**config.mk**
```make
export PLATFORM = sky130hd
export DESIGN_NAME = led_grayscale_data_latch
export DESIGN_NICKNAME = d
export VERILOG_FILES = /design/src/logic/gs_latch_pkg.sv /design/src/logic/led_grayscale_data_latch.sv
export SDC_FILE = /design/constraint.sdc
export NUM_CORES = 2
export LEC_CHECK = 0
export BUFFER_PORTS_ARGS = -buffer_cell sky130_fd_sc_hd__buf_2
export CORE_AREA = 2 2 379 381
export CTS_BUF_LIST = sky130_fd_sc_hd__clkbuf_16
export DETAILED_ROUTE_END_ITERATION = 6
export DIE_AREA = 0 0 381 383
export PLACE_DENSITY = 0.5
export SYNTH_ARGS = -nofsm -noshare
export SYNTH_HDL_FRONTEND = slang
export SYNTH_SLANG_ARGS = --single-unit
```
**constraint.sdc**
```tcl
create_clock -name mclk_i -period 3.6 [get_ports mclk_i]
set_clock_uncertainty 0.2 [all_clocks]
set_input_delay 0.72 -clock mclk_i [delete_from_list [all_inputs] [get_ports mclk_i]]
set_output_delay 0.72 -clock mclk_i [all_outputs]
set_load 0.01 [all_outputs]
```
**src/logic/gs_latch_pkg.sv**
```systemverilog
// constants, types and helpers for the grayscale data latch
// assumes one 100 MHz clock and a serial host on asynchronous pins
`default_nettype none
package gs_latch_pkg;
    localparam int GS_WIDTH = 288;
    localparam int FBC_WIDTH = 205;
    localparam int SLOT_W = 12;
    localparam int CHANNELS = 8;
    localparam int STRIDE = 36;
    localparam int BLUE_LSB = 24;
    localparam int RSV_LSB = 12;
    localparam int RED_LSB = 0;
    localparam int GS_REG_OFFSET = 0;
    localparam logic [8:0] GS_BITS = 9'h120;
    localparam logic [8:0] CMD_BITS = 9'h00C;
    localparam logic [8:0] CNT_RESET = 9'h000;
    localparam logic [GS_WIDTH-1:0] GS_RESET = {GS_WIDTH{1'b0}};
    localparam logic [11:0] CMD_GS_READ = 12'h5A3;
    localparam logic [11:0] CMD_FBC_READ = 12'h5AC;
    localparam logic [11:0] CMD_SID_READ = 12'hC5A;
    localparam logic [11:0] CMD_ERR_CLEAR = 12'hA53;
    localparam logic [11:0] CMD_GLOBAL_RESET = 12'hA5C;

    typedef struct packed {
        logic sck;
        logic sdi;
        logic lat;
    } pins_t;

    localparam pins_t PINS_RESET = 3'h0;

    typedef logic [CHANNELS-1:0][SLOT_W-1:0] gs_group_t;

    // lsb of a channel slot inside the grayscale word
    function automatic int slot_lsb(input int ch, input int base);
        return ch * STRIDE + base;
    endfunction
endpackage
`default_nettype wire

```
**src/logic/led_grayscale_data_latch.sv**
```systemverilog
// grayscale data latch with its serial shift interface and read-back path
// assumes host pins are asynchronous and toggle slower than a few mclk periods
`timescale 1ns/10ps
`default_nettype none
module led_grayscale_data_latch
    import gs_latch_pkg::*;
(
    input wire logic mclk_i,
    input wire logic rst_i,
    input wire logic sck_i,
    input wire logic sdi_i,
    input wire logic lat_i,
    input wire logic [FBC_WIDTH-1:0] fbc_data_i,
    input wire logic [GS_WIDTH-1:0] status_info_data_i,
    output logic serial_out_pin_o,
    output gs_group_t blue_group_output_o,
    output gs_group_t red_group_output_o,
    output logic [GS_WIDTH-1:0] common_word_o,
    output logic fbc_load_o,
    output logic err_clear_o
);
    pins_t s1_r, s2_r, s3_r, flt_r;
    pins_t s1_nxt, s2_nxt, s3_nxt, flt_nxt;
    pins_t agree;
    logic sck_rise, lat_rise;
    logic [GS_WIDTH-1:0] shift_r, shift_nxt, gs_r, gs_nxt;
    logic [8:0] cnt_r, cnt_nxt;
    logic sdo_r, sdo_nxt, load_r, load_nxt, clr_r, clr_nxt;
    logic [11:0] cmd;

    // pin synchroniser; a level counts once stages two and three agree
    always_comb begin
        s1_nxt = pins_t'({sck_i, sdi_i, lat_i});
        s2_nxt = s1_r;
        s3_nxt = s2_r;
        agree = pins_t'(~(s2_r ^ s3_r));
        flt_nxt = pins_t'((agree & s3_r) | (~agree & flt_r));
        sck_rise = flt_nxt.sck & ~flt_r.sck;
        lat_rise = flt_nxt.lat & ~flt_r.lat;
    end

    always_ff @(posedge mclk_i) begin
        if (rst_i) begin
            s1_r <= PINS_RESET;
            s2_r <= PINS_RESET;
            s3_r <= PINS_RESET;
            flt_r <= PINS_RESET;
        end else begin
            s1_r <= s1_nxt;
            s2_r <= s2_nxt;
            s3_r <= s3_nxt;
            flt_r <= flt_nxt;
        end
    end

    assign cmd = shift_r[SLOT_W-1:0];

    // shift chain and latch; a clock edge takes priority over a latch edge
    always_comb begin
        shift_nxt = shift_r;
        gs_nxt = gs_r;
        cnt_nxt = cnt_r;
        load_nxt = 1'b0;
        clr_nxt = 1'b0;
        if (sck_rise) begin
            shift_nxt = {shift_r[GS_WIDTH-2:0], flt_nxt.sdi};
            cnt_nxt = (cnt_r == GS_BITS) ? cnt_r : cnt_r + 9'h001;
        end else if (lat_rise) begin
            cnt_nxt = CNT_RESET;
            if (cnt_r == GS_BITS) begin
                gs_nxt = shift_r;
                shift_nxt = {{(GS_WIDTH-FBC_WIDTH){1'b0}}, fbc_data_i};
            end else if (cnt_r == CMD_BITS && cmd == CMD_GS_READ) begin
                shift_nxt = gs_r;
            end else if (cnt_r == CMD_BITS && cmd == CMD_FBC_READ) begin
                shift_nxt = {{(GS_WIDTH-FBC_WIDTH){1'b0}}, fbc_data_i};
            end else if (cnt_r == CMD_BITS && cmd == CMD_SID_READ) begin
                shift_nxt = status_info_data_i;
            end else if (cnt_r == CMD_BITS && cmd == CMD_ERR_CLEAR) begin
                shift_nxt = status_info_data_i;
                clr_nxt = 1'b1;
            end else if (cnt_r == CMD_BITS && cmd == CMD_GLOBAL_RESET) begin
                shift_nxt = GS_RESET;
                gs_nxt = GS_RESET;
            end else begin
                // anything else is a configuration write, handed to its owner
                load_nxt = 1'b1;
            end
        end
        sdo_nxt = shift_nxt[GS_WIDTH-1];
    end

    always_ff @(posedge mclk_i) begin
        if (rst_i) begin
            shift_r <= GS_RESET;
            gs_r <= GS_RESET;
            cnt_r <= CNT_RESET;
            sdo_r <= 1'b0;
            load_r <= 1'b0;
            clr_r <= 1'b0;
        end else begin
            shift_r <= shift_nxt;
            gs_r <= gs_nxt;
            cnt_r <= cnt_nxt;
            sdo_r <= sdo_nxt;
            load_r <= load_nxt;
            clr_r <= clr_nxt;
        end
    end

    // reserved slots go to no group output; they leave gs_r only through a gs read
    always_comb begin
        for (int ch = 0; ch < CHANNELS; ch++) begin
            blue_group_output_o[ch] = gs_r[slot_lsb(ch, BLUE_LSB) +: SLOT_W];
            red_group_output_o[ch] = gs_r[slot_lsb(ch, RED_LSB) +: SLOT_W];
        end
    end

    assign serial_out_pin_o = sdo_r;
    assign common_word_o = shift_r;
    assign fbc_load_o = load_r;
    assign err_clear_o = clr_r;

    logic gs_wr, gs_rd;
    assign gs_wr = lat_rise && !sck_rise && cnt_r == GS_BITS;
    assign gs_rd = lat_rise && !sck_rise && cnt_r == CMD_BITS && cmd == CMD_GS_READ;
endmodule
`default_nettype wire
```
==> impl_metrics.tcl <==
set metrics [dict create \
    run_status "complete, no violations" \
    final_area_um2 37800 \
    synth_cells 3765 \
    crit_type "reg2reg" \
    layout.cells.non_filler 6295 \
    die_h_um 383 \
    worstSetupStartpointType "flop" \
    yosysMostFrequentCell "dfxtp_1" \
    avgSynthCellArea_um2 7.85 \
    ant_nets 0 \
    cts_htree_levels 3 \
    slew_headroom 0.399 \
    place_inst 6131 \
    async_flop_share 0 \
    fp-row-count 139 \
    synth_top_area_frac 0.406 \
    gp_congestion 0.986 \
    cp.arrival_ps 3560 \
    max_stage_delay_ps 560 \
    postLayoutCoreUtil 0.266 \
    area_growth_pct 28.1 \
    numCtsBuffers 77 \
    io_pins 981 \
    seq_area_um2 12000 \
    period_minus_slack_ps 3200 \
    vdd_drop_max_mv 0.266 \
    setup_tns_ps 0 \
    synth_area_um2 29600 \
    clock_path_buffers 3 \
    finalCritPeriodShare 0.890 \
    synthTopCellsByCount "dfxtp_1, a221oi_1, nand2_1, o21ai_0, clkbuf_1" \
    yosysTopAreaCell "dfxtp_1" \
    postCtsSetupRepairBufs 0 \
    total_power_mw 15.1 \
    pre_cts_ws_ps 475 \
    drt-total-wl_um 150000 \
    drive_gt1_frac 0.280 \
    cts.repair.resized 0 \
    yosys_warnings 0 \
    grt_use_total 0.192 \
    ys_types 42 \
    final_nets 4807 \
    clk_pin_slew_ps 60 \
    setup_ws_ps 396 \
    hold_path.class "in2reg" \
    drc 0 \
    post-dp-hpwl_um 100000 \
    dieWidth_um 381 \
    overflow 0 \
    numPortBuffers 980 \
    cts_root_buf "clkbuf_16" \
    worst_slew_pin_slew_ps 902 \
    p_leak_nw 13.6 \
    endpoint_kind "flop" \
    seq_area_frac_synth 0.406 \
    die-area_um2 146000 \
    drt_iter0_markers 3196 \
    cp_cell_sequence "and4bb_4 -> o2111ai_1 -> a21boi_0 -> o21ai_4 -> buf_12 -> a221oi_1" \
    slew_violations 0 \
    synth_edf_count 0 \
    whs_ps 133 \
    postCtsHoldBufs 0 \
    avgRoutedWirePerCell_um 23.8 \
    ys_seq_elements 599 \
    vias 33700 \
    finalHoldViolCount 0 \
    pwr_density_cell_nw_per_um2 400 \
    cp_slowest_cell "and4bb_4" \
    rsz0062_at_grt "no" \
    setup_violations 0 \
    start_util 0.208 \
    grt_pass1_wl_um 218000 \
    fillers 15700 \
    max-cap-violations 0 \
    placed_area_um2 35300 \
    synth-main-ff-cell "dfxtp_1" \
    synth.net_count 4265 \
    grt_max_degree 150 \
    grt_pass1_vias 31900 \
    critPathMaxFanout 115 \
    viasPerCell 5.35 \
    synth_area_leaders "dfxtp_1, a221oi_1, o21ai_0, nand2_1, a21oi_1" \
    dr.pass1.iters 7 \
    clk_latency_ps 680 \
    antenna_found_initial 41 \
    multi_input_area_um2 14500 \
    core_area_um2 142000 \
    cts_tree "built" \
    clock.fmax_ghz 0.312 \
    cts.sinks 599 \
    required_ps 3950 \
]
## worst max-delay path: cells and delay by family (launching register included)
| kind | cells | cell delay [ps] |
|---|---|---|
| AOI/OAI and AO/OA | 4 | 1310 |
| buffers and inverters | 1 | 250 |
| and+or+nand+nor | 1 | 560 |
| DFF | 1 | 490 |
## cell usage in the layout, fill, tap and decap left out, types with 3 or more instances in the layout
master / synthesis / final
buf_2: 42 / 979
dfxtp_1: 599 / 599
a221oi_1: 576 / 576
nand2_1: 505 / 504
o21ai_0: 496 / 496
nor2_1: 299 / 298
a21oi_1: 294 / 294
nand4_1: 210 / 210
and2_1: 84 / 84
clkbuf_16: 0 / 77
buf_4: 193 / 68
buf_12: 0 / 50
diode_2: 0 / 23
clkinv_1: 0 / 23
clkinv_2: 0 / 15
nor2b_1: 12 / 12
inv_1: 4 / 10
bufinv_16: 0 / 7
inv_6: 0 / 4
nand3b_1: 3 / 3
nor4bb_1: 4 / 3
nand2b_1: 3 / 3
a21boi_0: 3 / 3
xnor2_1: 3 / 3
clkinv_16: 0 / 3
## per-layer routing
metal  global-route usage  share of wire  vias up
met4               0.0799          0.036       20
met1                0.247           0.41    16800
li1                     -              -    14900
met3               0.0374          0.077      288
met2                0.313           0.47     1658
met5                    0        0.00084        -
## power breakdown
part	internal, mW	switching [mW]
registers	6.66	0.0367
logic	0.257	0.352
clock network	4.45	3.38
total	11.4	3.77
## path summary, 6_finish.rpt
path / slack (ps) / to / from / cells past startpoint
worst max-delay path: 400 / common_word_o[124]$_SDFFE_PP0P_ / common_word_o[10]$_SDFFE_PP0P_ / 6
worst min-delay path: 130 / s1_r[2]$_SDFF_PP0_ / sck_i / 2
worst max register to register: 400 / common_word_o[124]$_SDFFE_PP0P_ / common_word_o[10]$_SDFFE_PP0P_ / 6
worst min register to register: 250 / s2_r[0]$_SDFF_PP0_ / s1_r[0]$_SDFF_PP0_ / 1
## sequential cells by signal (all words and copies together), names as in the netlist
signal / flops
common_word_o: 287
err_clear_o: 1
fbc_load_o: 1
s3_r: 3
flt_r: 3
s1_r: 3
gs_r: 288
serial_out_pin_o: 1
cnt_r: 9
s2_r: 3
## final cells by class
type / instances / share of cell area
Multi-Input combinational cell: 2527 / 0.382
Clock inverter: 64 / 0.0155
Inverter: 4 / 0.000397
Clock buffer: 77 / 0.0509
Antenna cell: 23 / 0.00152
Timing Repair Buffer: 1098 / 0.170
Tap cell: 1903 / 0.0629
Sequential cell: 599 / 0.317
## kinds of logic after synthesis
kind of cell / count (synthesis) / synth area share
simple gates: 1138 / 0.176
fa+ha+maj: 3 / 0.00119
mux: 1 / 0.000339
buf+inv: 639 / 0.107
xor+xnor: 5 / 0.00148
flops: 599 / 0.406
compound gates: 1380 / 0.308
(Power assumes the default switching activity.)
